==> config.mk <==
export PLATFORM = sky130hd
export DESIGN_NAME = ext_irq_edge_priority
export DESIGN_NICKNAME = d
export VERILOG_FILES = /design/src/ext_irq_pkg.sv /design/src/ext_irq_edge_priority.sv
export SDC_FILE = /design/constraint.sdc
export NUM_CORES = 1
export LEC_CHECK = 0
export BUFFER_PORTS_ARGS = -buffer_cell sky130_fd_sc_hd__buf_2
export CAP_MARGIN = 20
export CORE_AREA = 10 10 116 118
export DETAILED_ROUTE_END_ITERATION = 12
export DIE_AREA = 0 0 126 128
export GPL_ROUTABILITY_DRIVEN = 0
export PLACE_DENSITY_LB_ADDON = 0.3
export RECOVER_POWER = 50
export SYNTH_ARGS = -nofsm -noshare
export SYNTH_HDL_FRONTEND = slang
export SYNTH_SLANG_ARGS = --single-unit
==> constraint.sdc <==
create_clock -name clock_i -period 2.7 [get_ports clock_i]
set_clock_uncertainty 0.15 [all_clocks]
set_input_delay 0.135 -clock clock_i [delete_from_list [all_inputs] [get_ports clock_i]]
set_output_delay 0.135 -clock clock_i [all_outputs]
set_load 0.05 [all_outputs]
==> src/ext_irq_pkg.sv <==
// Constants and types shared by the external interrupt front end
package ext_irq_pkg;
    // Register indices; byte address is four times the index
    localparam logic [7:0] IDX_TRC = 8'h88;
    localparam logic [7:0] IDX_PRIO = 8'hb9;
    localparam logic [7:0] IDX_A_FALL = 8'hba;
    localparam logic [7:0] IDX_A_RISE = 8'hbb;
    localparam logic [7:0] IDX_B_FALL = 8'hbc;
    localparam logic [7:0] IDX_B_RISE = 8'hbd;
    localparam logic [7:0] IDX_C_FALL = 8'hc6;
    localparam logic [7:0] IDX_C_RISE = 8'hc7;
    localparam logic [7:0] IDX_CTRL = 8'hd0;
    localparam logic [7:0] IDX_STAT = 8'hd1;
    localparam logic [7:0] IDX_MASK = 8'hd2;
    localparam logic [7:0] IDX_SERV = 8'hd3;
    // Field positions
    localparam int TRC_B_FLAG = 3;
    localparam int TRC_A_FLAG = 1;
    localparam logic [7:0] TRC_STORE_MASK = 8'hf0;
    localparam int PRIO_C = 3;
    localparam int PRIO_BT = 2;
    localparam int PRIO_PWM = 1;
    localparam int PRIO_SER = 0;
    localparam int CTRL_GLOBAL = 7;
    // Source numbers, also the fixed query order
    localparam logic [2:0] SRC_A = 3'h0;
    localparam logic [2:0] SRC_B = 3'h1;
    localparam logic [2:0] SRC_SER = 3'h2;
    localparam logic [2:0] SRC_PWM = 3'h3;
    localparam logic [2:0] SRC_BT = 3'h4;
    localparam logic [2:0] SRC_C = 3'h5;
    localparam int NUM_SRC = 6;
    // Reset value of every register
    localparam logic [7:0] REG_RESET = 8'h00;
    // Pin group widths
    localparam int A_PINS = 4;
    localparam int B_PINS = 4;
    localparam int C_PINS = 6;
    // Service level, Gray coded along idle-low-nested-high
    typedef enum logic [1:0] {
        SERV_IDLE = 2'b00,
        SERV_LOW = 2'b01,
        SERV_HOL = 2'b11,
        SERV_HIGH = 2'b10
    } service_t;
    // External interrupt pins
    typedef struct packed {
        logic [C_PINS-1:0] c;
        logic [B_PINS-1:0] b;
        logic [A_PINS-1:0] a;
    } ext_pins_t;
endpackage

==> src/ext_irq_edge_priority.sv <==
// Edge-selectable external interrupts with two-level priority arbitration
`timescale 1ns/100ps
module ext_irq_edge_priority
    import ext_irq_pkg::*;
#(
    parameter int ADDR_W = 12
)(
    input wire logic clock_i,
    input wire logic sys_rst_i,
    input wire logic wb_cyc_i,
    input wire logic wb_stb_i,
    input wire logic wb_we_i,
    input wire logic [ADDR_W-1:0] wb_adr_i,
    input wire logic [3:0] wb_sel_i,
    input wire logic [31:0] wb_dat_i,
    output logic [31:0] wb_dat_o,
    output logic wb_ack_o,
    input wire ext_pins_t ext_pins_i,
    input wire logic [1:0] group_ab_priority_i,
    input wire logic serial_if_b_req_i,
    input wire logic pulse_width_irq_req_i,
    input wire logic base_timer_req_i,
    input wire logic core_ack_i,
    input wire logic core_ret_i,
    output logic core_req_o,
    output logic [2:0] core_vector_o,
    output logic core_high_o,
    output logic irq_o
);

    // Index decode needs bits 9:2 plus at least one bit above for the range check
    if (ADDR_W < 11)
    begin : g_bad_width
        $error("ADDR_W too small for the register map");
    end

    // Lowest set bit wins: fixed query order
    function automatic logic [2:0] pick(input logic [NUM_SRC-1:0] v);
        logic [2:0] r;
        r = 3'h0;
        for (int i = NUM_SRC - 1; i >= 0; i--)
        begin
            if (v[i])
            begin
                r = 3'(i);
            end
        end
        return r;
    endfunction

    // Software registers
    logic [7:0] trc; // Timer storage plus group flags
    logic [3:0] prio; // Second priority bank
    logic [A_PINS-1:0] a_fall_en;
    logic [A_PINS-1:0] a_rise_en;
    logic [B_PINS-1:0] b_fall_en;
    logic [B_PINS-1:0] b_rise_en;
    logic [C_PINS-1:0] c_fall_en;
    logic [C_PINS-1:0] c_rise_en;
    logic [7:0] ctrl; // Global and per-source enables
    logic [2:0] stat; // Sticky edge events
    logic [2:0] mask; // Interrupt mask
    logic c_flag; // Group C pending flag
    service_t svc; // Levels in service
    service_t next_svc;

    // Bus decode
    logic bus_req;
    logic bus_wr;
    logic [7:0] idx;
    logic in_range;
    logic [7:0] wdat;
    logic [7:0] rdat;
    assign bus_req = wb_cyc_i & wb_stb_i;
    // Write commits on the edge where ack is seen high
    assign bus_wr = bus_req & wb_we_i & wb_ack_o & wb_sel_i[0];
    assign idx = wb_adr_i[9:2];
    assign in_range = (wb_adr_i[ADDR_W-1:10] == '0);
    assign wdat = wb_dat_i[7:0];

    // Helper for register write strobes
    function automatic logic wr_hit(input logic [7:0] at);
        return bus_wr && in_range && idx == at;
    endfunction

    // Pin synchronisers; stage one feeds only stage two
    ext_pins_t sync1;
    ext_pins_t sync2;
    ext_pins_t prev;
    always_ff @(posedge clock_i)
    begin
        if (sys_rst_i)
        begin
            sync1 <= '0;
            sync2 <= '0;
            prev <= '0;
        end
        else
        begin
            sync1 <= ext_pins_i;
            sync2 <= sync1;
            prev <= sync2;
        end
    end

    // Edge detect on the settled copies
    ext_pins_t rise;
    ext_pins_t fall;
    assign rise = sync2 & ~prev;
    assign fall = ~sync2 & prev;

    // Group events: enabled edges ORed per group
    logic ev_a;
    logic ev_b;
    logic ev_c;
    assign ev_a = |((rise.a & a_rise_en) | (fall.a & a_fall_en));
    assign ev_b = |((rise.b & b_rise_en) | (fall.b & b_fall_en));
    assign ev_c = |((rise.c & c_rise_en) | (fall.c & c_fall_en));

    // Core acknowledge accepted only against a shown request
    logic taken;
    assign taken = core_ack_i & core_req_o;

    // Arbitration vectors in query order
    logic [NUM_SRC-1:0] pend;
    logic [NUM_SRC-1:0] prio_vec;
    logic [NUM_SRC-1:0] elig;
    logic [NUM_SRC-1:0] elig_high;
    logic [NUM_SRC-1:0] elig_low;
    assign pend = {c_flag, base_timer_req_i, pulse_width_irq_req_i,
                   serial_if_b_req_i, trc[TRC_B_FLAG], trc[TRC_A_FLAG]};
    assign prio_vec = {prio[PRIO_C], prio[PRIO_BT], prio[PRIO_PWM],
                       prio[PRIO_SER], group_ab_priority_i};
    // Global enable gates every source of the core request; irq_o is not gated
    assign elig = ctrl[CTRL_GLOBAL] ? (pend & ctrl[NUM_SRC-1:0]) : '0;
    assign elig_high = elig & prio_vec;
    assign elig_low = elig & ~prio_vec;

    // Bus slave: ack one cycle after request, dropped after one
    always_ff @(posedge clock_i)
    begin
        if (sys_rst_i)
        begin
            wb_ack_o <= 1'b0;
            wb_dat_o <= '0;
        end
        else
        begin
            wb_ack_o <= bus_req & ~wb_ack_o;
            wb_dat_o <= {24'h000000, rdat};
        end
    end

    // Read mux; unmapped indices read zero
    always_comb
    begin
        rdat = 8'h00;
        if (in_range)
        begin
            case (idx)
                IDX_TRC: rdat = trc;
                IDX_PRIO: rdat = {4'h0, prio};
                IDX_A_FALL: rdat = {4'h0, a_fall_en};
                IDX_A_RISE: rdat = {4'h0, a_rise_en};
                IDX_B_FALL: rdat = {4'h0, b_fall_en};
                IDX_B_RISE: rdat = {4'h0, b_rise_en};
                IDX_C_FALL: rdat = {2'h0, c_fall_en};
                IDX_C_RISE: rdat = {2'h0, c_rise_en};
                IDX_CTRL: rdat = ctrl;
                IDX_STAT: rdat = {5'h00, stat};
                IDX_MASK: rdat = {5'h00, mask};
                IDX_SERV: rdat = {1'b0, core_vector_o, c_flag, core_req_o, svc};
                default: rdat = 8'h00;
            endcase
        end
    end

    // Plain configuration registers
    always_ff @(posedge clock_i)
    begin
        if (sys_rst_i)
        begin
            prio <= REG_RESET[3:0];
            a_fall_en <= REG_RESET[A_PINS-1:0];
            a_rise_en <= REG_RESET[A_PINS-1:0];
            b_fall_en <= REG_RESET[B_PINS-1:0];
            b_rise_en <= REG_RESET[B_PINS-1:0];
            c_fall_en <= REG_RESET[C_PINS-1:0];
            c_rise_en <= REG_RESET[C_PINS-1:0];
            ctrl <= REG_RESET;
            mask <= REG_RESET[2:0];
        end
        else
        begin
            if (wr_hit(IDX_PRIO)) prio <= wdat[3:0];
            if (wr_hit(IDX_A_FALL)) a_fall_en <= wdat[A_PINS-1:0];
            if (wr_hit(IDX_A_RISE)) a_rise_en <= wdat[A_PINS-1:0];
            if (wr_hit(IDX_B_FALL)) b_fall_en <= wdat[B_PINS-1:0];
            if (wr_hit(IDX_B_RISE)) b_rise_en <= wdat[B_PINS-1:0];
            if (wr_hit(IDX_C_FALL)) c_fall_en <= wdat[C_PINS-1:0];
            if (wr_hit(IDX_C_RISE)) c_rise_en <= wdat[C_PINS-1:0];
            if (wr_hit(IDX_CTRL)) ctrl <= wdat;
            if (wr_hit(IDX_MASK)) mask <= wdat[2:0];
        end
    end

    // Group request flags: event set beats any clear
    always_ff @(posedge clock_i)
    begin
        if (sys_rst_i)
        begin
            trc <= REG_RESET;
            c_flag <= 1'b0;
        end
        else
        begin
            // Timer bits are only stored here
            if (wr_hit(IDX_TRC))
            begin
                trc[7:4] <= wdat[7:4] & TRC_STORE_MASK[7:4];
            end
            // Group A flag
            if (ev_a)
            begin
                trc[TRC_A_FLAG] <= 1'b1;
            end
            else if (wr_hit(IDX_TRC))
            begin
                trc[TRC_A_FLAG] <= wdat[TRC_A_FLAG];
            end
            else if (taken && core_vector_o == SRC_A)
            begin
                trc[TRC_A_FLAG] <= 1'b0;
            end
            // Group B flag
            if (ev_b)
            begin
                trc[TRC_B_FLAG] <= 1'b1;
            end
            else if (wr_hit(IDX_TRC))
            begin
                trc[TRC_B_FLAG] <= wdat[TRC_B_FLAG];
            end
            else if (taken && core_vector_o == SRC_B)
            begin
                trc[TRC_B_FLAG] <= 1'b0;
            end
            // Group C flag has no software view to write
            if (ev_c)
            begin
                c_flag <= 1'b1;
            end
            else if (taken && core_vector_o == SRC_C)
            begin
                c_flag <= 1'b0;
            end
        end
    end

    // Sticky edge status, write one to clear, set wins
    always_ff @(posedge clock_i)
    begin
        if (sys_rst_i)
        begin
            stat <= REG_RESET[2:0];
        end
        else
        begin
            stat <= (stat & ~(wr_hit(IDX_STAT) ? wdat[2:0] : 3'h0))
                    | {ev_c, ev_b, ev_a};
        end
    end

    // Interrupt line registered from status and mask
    always_ff @(posedge clock_i)
    begin
        if (sys_rst_i)
        begin
            irq_o <= 1'b0;
        end
        else
        begin
            irq_o <= |(stat & mask);
        end
    end

    // Service level tracking: push on response, pop on return
    always_comb
    begin
        next_svc = svc;
        case (svc)
            SERV_IDLE:
            begin
                if (taken)
                begin
                    next_svc = core_high_o ? SERV_HIGH : SERV_LOW;
                end
            end
            SERV_LOW:
            begin
                if (taken)
                begin
                    next_svc = SERV_HOL;
                end
                else if (core_ret_i)
                begin
                    next_svc = SERV_IDLE;
                end
            end
            SERV_HOL:
            begin
                if (core_ret_i)
                begin
                    next_svc = SERV_LOW;
                end
            end
            SERV_HIGH:
            begin
                if (core_ret_i)
                begin
                    next_svc = SERV_IDLE;
                end
            end
            default: next_svc = SERV_IDLE;
        endcase
    end

    // Service level register
    always_ff @(posedge clock_i)
    begin
        if (sys_rst_i)
        begin
            svc <= SERV_IDLE;
        end
        else
        begin
            svc <= next_svc;
        end
    end

    // Request to the core; dropped one cycle after a response
    // so the cleared flag is never offered twice
    always_ff @(posedge clock_i)
    begin
        if (sys_rst_i)
        begin
            core_req_o <= 1'b0;
            core_vector_o <= SRC_A;
            core_high_o <= 1'b0;
        end
        else if (taken)
        begin
            core_req_o <= 1'b0;
        end
        else
        begin
            case (svc)
                SERV_IDLE:
                begin
                    // High first, then query order within a level
                    core_req_o <= |elig;
                    core_high_o <= |elig_high;
                    core_vector_o <= (|elig_high) ? pick(elig_high)
                                                  : pick(elig_low);
                end
                SERV_LOW:
                begin
                    core_req_o <= |elig_high;
                    core_high_o <= 1'b1;
                    core_vector_o <= pick(elig_high);
                end
                default:
                begin
                    // Nothing preempts high service
                    core_req_o <= 1'b0;
                end
            endcase
        end
    end

    // Helper: priority of each source one cycle back
    logic [NUM_SRC-1:0] prio_past;
    always_ff @(posedge clock_i)
    begin
        prio_past <= prio_vec;
    end
endmodule

==> results.toml, run 1 <==
[status]
status = "completed"

[floorplan]
row_count = 39
core_area_um2 = 11200
die-area_um2 = 16100
die_height_um = 128
initial_core_util = 0.434
ios = 113
die_w_um = 126

[clocking]
htreeDepth = 3
cts_made_buffers = 9
clock_path_buffers = 2
cts_tree = "yes"
cts.sinks = 112
cts_setup_buffers = 0
cts_root_buf = "clkbuf_16"
cts_hold_buf = 22
clock_latency_ns = 0.35
cts_resized = 0
clk_pin_slew_ns = 0.07

[synthesis]
synthFlopType = "dfxtp_1"
synthMostInstantiatedCell = "dfxtp_1"
yosysWarnings = 0
synth_top_area_cell = "dfxtp_1"
synth_edf_count = 0
synth_cell_type_count = 51
syn-cell-area_um2 = 4870
syn_area_per_cell_um2 = 8.84
ys_top_cells_by_area = "dfxtp_1 (46%), nor2b_1 (6.0%), mux2i_1 (4.9%), nand3_1 (4.7%), nand2_1 (4.2%)"
synth.top_cell.area_share = 0.461
ys_seq_elements = 112
ys_async_sr_fraction = 0
synth-seq-area-share = 0.461
synth.top_cells.by_count = "dfxtp_1 (112), nand2_1 (55), nor2b_1 (47)"
syn_inst = 551

[setup_path]
cpLargestDelayFamily = "buffers and inverters"
cp_data_required_time_ns = 2.73
cpMaxStageDelayCell = "clkbuf_1"
path_buf_inv = 2
worst_path_most_repeated_cell = "clkbuf_1"
critical_path.max_fanout = 33
crit_chain = "clkbuf_1 -> clkbuf_1 -> a21oi_1"
start_kind = "input pin"
critPathKind = "input pin to register"
critPathMaxStageDelay_ns = 1.05
end_kind = "register"
arrival_ns = 2.15

[route]
wire_per_inst_um = 16.6
viasPerCell = 5.51
wl_um = 12800
drtAntennaViolNets = 0
dr_total_vias = 4251
first_iter_violations = 379
drcViolationCount = 0
drt_first_pass_iters = 9

[sta]
setup_viol = 0
drv_slew = 0
worst_pin_slew_ns = 1.48
hold_viol = 0
min_period_ns = 2.12
period_share = 0.784
clock.fmax_ghz = 0.472
slew_headroom = 0.0149
hold_ws_ns = 0.0145
rsz0062_at_grt = "no"
finalSetupTns_ns = 0

[grt]
grt_overflow_total = 0
grt_antenna_before_repair = 0
grt_pass1_vias = 4126
grt_pass1_wl_um = 20900
grt_util_all_layers = 0.156
grt_max_degree = 34

[layout]
final_util = 0.511
multi_input_area_um2 = 2410
final_nets = 698
antenna_cells = 0
drive_above_1_share = 0.140
area_growth_pct = 17.8
seqCellArea_um2 = 2240
fillers = 1060
finalInstanceArea_um2 = 5740
final_cells = 772

[pwr]
p_per_area_nw_per_um2 = 570
worst_ir_drop_vdd_uv = 366
power_leakage_nw = 2.20

[placed_design]
portBuffers = 59
placed_area_um2 = 5250
dp.cells = 734
dpl.hpwl_um = 9160

[job]
maxCapViolCount = 0

[worst_hold_path]
hp-class = "input pin to register"
-- flip-flops by register name, summed over array words and instances (netlist names), 6 cells and up --
signal and cells:
wb_dat_o 8, ctrl 8, sync1 14, c_fall_en 6
sync2 14, prev 14, trc 6, c_rise_en 6
-- power by group --
group | leakage (nW) | switching (W) | internal, W | total, W
logic | 1.15 | 0.000165 | 0.0000743 | 0.000240
clock network | 0.145 | 0.000598 | 0.000744 | 0.00134
registers | 0.909 | 0.0000102 | 0.00168 | 0.00169
total | 2.20 | 0.000774 | 0.00249 | 0.00327
-- layout make-up --
cell class                      instances  share of cell area
Tap cell                              143              0.0312
Inverter                                5             0.00327
Clock buffer                           11              0.0423
Sequential cell                       112               0.391
Clock inverter                          5             0.00982
Timing Repair Buffer                   95               0.103
Multi-Input combinational cell        401               0.420
-- per-layer routing --
| layer | wire length (µm) | track usage | vias to the layer above | part of all wire |
|---|---|---|---|---|
| li1 | - | - | 2056 | - |
| met1 | 5420 | 0.185 | 1976 | 0.42 |
| met2 | 6150 | 0.263 | 196 | 0.48 |
| met4 | 224 | 0.0583 | 0 | 0.017 |
| met3 | 1030 | 0.0443 | 23 | 0.080 |
| met5 | 0 | 0 | - | 0 |
-- worst min-delay path, delay by kind of cell --
| kind | cells | cell delay [ns] |
|---|---|---|
| buffers and inverters | 1 | 0.18 |
| AOI/OAI and AO/OA | 1 | 0.05 |
| and+or+nand+nor | 1 | 0.09 |
-- path summary, 6_finish.rpt --
kind / start / to / slack (ns) / cells after the start
setup reg to reg: wb_ack_o$_SDFF_PP0_ / trc[3]$_SDFFE_PP0P_ / 0.73 / 7
hold / removal: wb_dat_i[2] / ctrl[2]$_SDFFE_PP0P_ / 0.01 / 3
hold reg to reg: sync1[4]$_SDFF_PP0_ / sync2[4]$_SDFF_PP0_ / 0.29 / 1
setup / recovery: sys_rst_i / ctrl[7]$_SDFFE_PP0P_ / 0.58 / 3
-- stage by stage --
step | setup WS [ns] | power, W
2_1_floorplan | 0.397 | 0.00190
3_3_place_gp | 0.535 | 0.00194
3_5_place_dp | 0.474 | 0.00194
4_1_cts | 0.714 | 0.00329
5_1_grt | 0.334 | 0.00338
6_report | 0.582 | 0.00327
-- cells by family after synthesis --
kind of cell / Yosys count / synth area share
multiplexers: 33 / 0.0725
AO/OA/AOI/OAI: 103 / 0.135
other: 1 / 0.000770
AND/OR/NAND/NOR: 241 / 0.264
flip-flops: 112 / 0.461
buffers and inverters: 61 / 0.0673
-- cell usage in the layout (no fill, tap or decap), types with 5 or more instances in the layout --
| cell type | count |
|---|---|
| o21ai_0 | 23 |
| dlygate4sd3_1 | 22 |
| nand3_1 | 46 |
| nor2b_1 | 47 |
| mux2i_1 | 24 |
| a22oi_1 | 12 |
| nand4_1 | 12 |
| a31oi_1 | 9 |
| dfxtp_1 | 112 |
| inv_1 | 5 |
| nand3b_1 | 15 |
| conb_1 | 24 |
| clkbuf_16 | 9 |
| mux2_2 | 8 |
| buf_4 | 11 |
| nor2_1 | 37 |
| a21oi_1 | 33 |
| clkbuf_1 | 19 |
| nand2_1 | 55 |
| nor3_1 | 7 |
| buf_2 | 43 |
(Power assumes the default switching activity.)
==> run 2, diff against run 1 <==
==> constraint.sdc (replaced) <==
create_clock -name clock_i -period 2.05 [get_ports clock_i]
set_clock_uncertainty 0.15 [all_clocks]
set_input_delay 0.1025 -clock clock_i [delete_from_list [all_inputs] [get_ports clock_i]]
set_output_delay 0.1025 -clock clock_i [all_outputs]
set_load 0.05 [all_outputs]
==> run 2 against run 1 <==
  * Register-to-register slack worse by 0.52 ns
  * Die area unchanged
  * Utilization up 0.62 points
  * Sequential power up 31%
  * Count of clock-buffer cells in the layout down 1
  * First-iteration DRC count up 27%
  * Cell count up 1.3%
  * Power up 29%
  * Combinational power up 34%
  * Clock power up 25%
  * Sequential share of layout area down 0.43 points
  * Non-clock buffer count up 10
  * Critical endpoint is now a_fall_en[3]$_SDFFE_PP0P_
  * Largest power group unchanged
==> results.toml, run 2 (synthesis gave the netlist of run 1 again) <==
[grt]
grt_antenna_before_repair = 0
grt_overflow_total = 0
grt_util_all_layers = 0.157
grt_max_degree = 35
grt_pass1_wl_um = 21000
grt_pass1_vias = 4279

[layout]
final_util = 0.517
final_cell_mix = "dfxtp_1 (110), nand2_1 (55), nor2b_1 (47)"
area_growth_pct = 19.2
drive_above_1_share = 0.155
fillers = 1049
layout_commonest_cell = "dfxtp_1"
final_nets = 708
finalInstanceArea_um2 = 5810
reg_top3 = "prev (14), sync1 (14), sync2 (14)"
antenna_cells = 0

[floorplan]
row_count = 39
die_height_um = 128
die_w_um = 126
ios = 113
core_area_um2 = 11200
die-area_um2 = 16100
initial_core_util = 0.434

[clocking]
cts.sinks = 112
cts_tree = "yes"
cts_setup_buffers = 0
cts_root_buf = "clkbuf_16"
clock_path_buffers = 2
clock_latency_ns = 0.35
cts_made_buffers = 9
clk_pin_slew_ns = 0.07
htreeDepth = 3

[route]
wire_per_inst_um = 16.2
drcViolationCount = 0
viasPerCell = 5.42
dr_total_vias = 4235
drtAntennaViolNets = 0
drt_first_pass_iters = 5
wl_um = 12700
first_iter_violations = 483

[placed_design]
dpl.hpwl_um = 9360
placed_area_um2 = 5300
portBuffers = 59

[setup_path]
critical_path.max_fanout = 16
arrival_ns = 1.97
crit_chain = "dlygate4sd3_1 -> buf_2 -> nand2_1 -> nor4_4 -> buf_4 -> nand3_1 -> mux2i_1 -> nor2_1"
cpLargestDelayFamily = "buffers and inverters"
cp_data_required_time_ns = 2.11
critPathKind = "input pin to register"
cpMaxStageDelayCell = "dlygate4sd3_1"
end_kind = "register"
critPathMaxStageDelay_ns = 0.53
start_kind = "input pin"
path_buf_inv = 3

[sta]
hold_ws_ns = 0.0421
rsz0062_at_grt = "no"
drv_slew = 0
clock.fmax_ghz = 0.524
worst_pin_slew_ns = 1.03
slew_headroom = 0.314
setup_viol = 0
min_period_ns = 1.91
period_share = 0.932
hold_viol = 0

[pwr]
power.total_w = 0.00421
power_leakage_nw = 2.25
p_per_area_nw_per_um2 = 726
worst_ir_drop_vdd_uv = 428

[worst_hold_path]
hp-class = "input pin to register"

[job]
maxCapViolCount = 0

[status]
status = "completed"
-- run 2: through the flow --
| step | instances | setup TNS [ns] | setup WS [ns] |
|---|---|---|---|
| 3_3_place_gp | 741 | 0 | 0.00290 |
| 2_1_floorplan | 574 | 0 | 0.0419 |
| 4_1_cts | 782 | 0 | 0.151 |
| 3_5_place_dp | 741 | -0.323 | -0.0735 |
| 5_1_grt | 782 | 0 | 0.00278 |
| 6_report | 782 | 0 | 0.140 |
-- run 2: what timing repair did --
action	in CTS	in global routing
hold buffers	25	0
endpoints found under the setup margin	0	1
gates resized for setup	0	1
hold endpoints to repair	40	0
-- run 2: cell type report --
| cell class | instances | area [µm²] | area share |
|---|---|---|---|
| Inverter | 5 | 18.8 | 0.00323 |
| Timing Repair Buffer | 105 | 674 | 0.116 |
| Tap cell | 143 | 179 | 0.0308 |
| Clock inverter | 6 | 43.8 | 0.00754 |
| Sequential cell | 112 | 2240 | 0.387 |
| Multi-Input combinational cell | 401 | 2410 | 0.414 |
| Clock buffer | 10 | 239 | 0.0412 |
-- run 2: worst register-to-register path, delay by kind of cell, from the launching register on --
family                 cells  cell delay, ns
DFF                        1            0.34
muxes                      1            0.22
buffers and inverters      1            0.28
and+or+nand+nor            4            0.71
-- run 2: worst paths after layout --
check	from	end	slack, ns	cells past startpoint
worst min register to register	wb_ack_o$_SDFF_PP0_	wb_ack_o$_SDFF_PP0_	0.28	1
worst max register to register	wb_ack_o$_SDFF_PP0_	a_fall_en[3]$_SDFFE_PP0P_	0.21	6
worst max-delay path	wb_stb_i	a_fall_en[3]$_SDFFE_PP0P_	0.14	8
worst min-delay path	core_ack_i	svc[0]$_SDFFE_PP0P_	0.04	4
-- run 2: power by group --
part           switching (W)  internal, W
Combinational       0.000217     0.000104
Clock               0.000808     0.000863
Sequential         0.0000133      0.00221
-- run 2: layer usage --
| layer | share of wire | wire [µm] | GRT usage |
|---|---|---|---|
| met5 | 0 | 0 | 0 |
| met4 | 0.015 | 190 | 0.0583 |
| met2 | 0.47 | 6000 | 0.265 |
| met1 | 0.43 | 5450 | 0.186 |
| met3 | 0.083 | 1060 | 0.0443 |
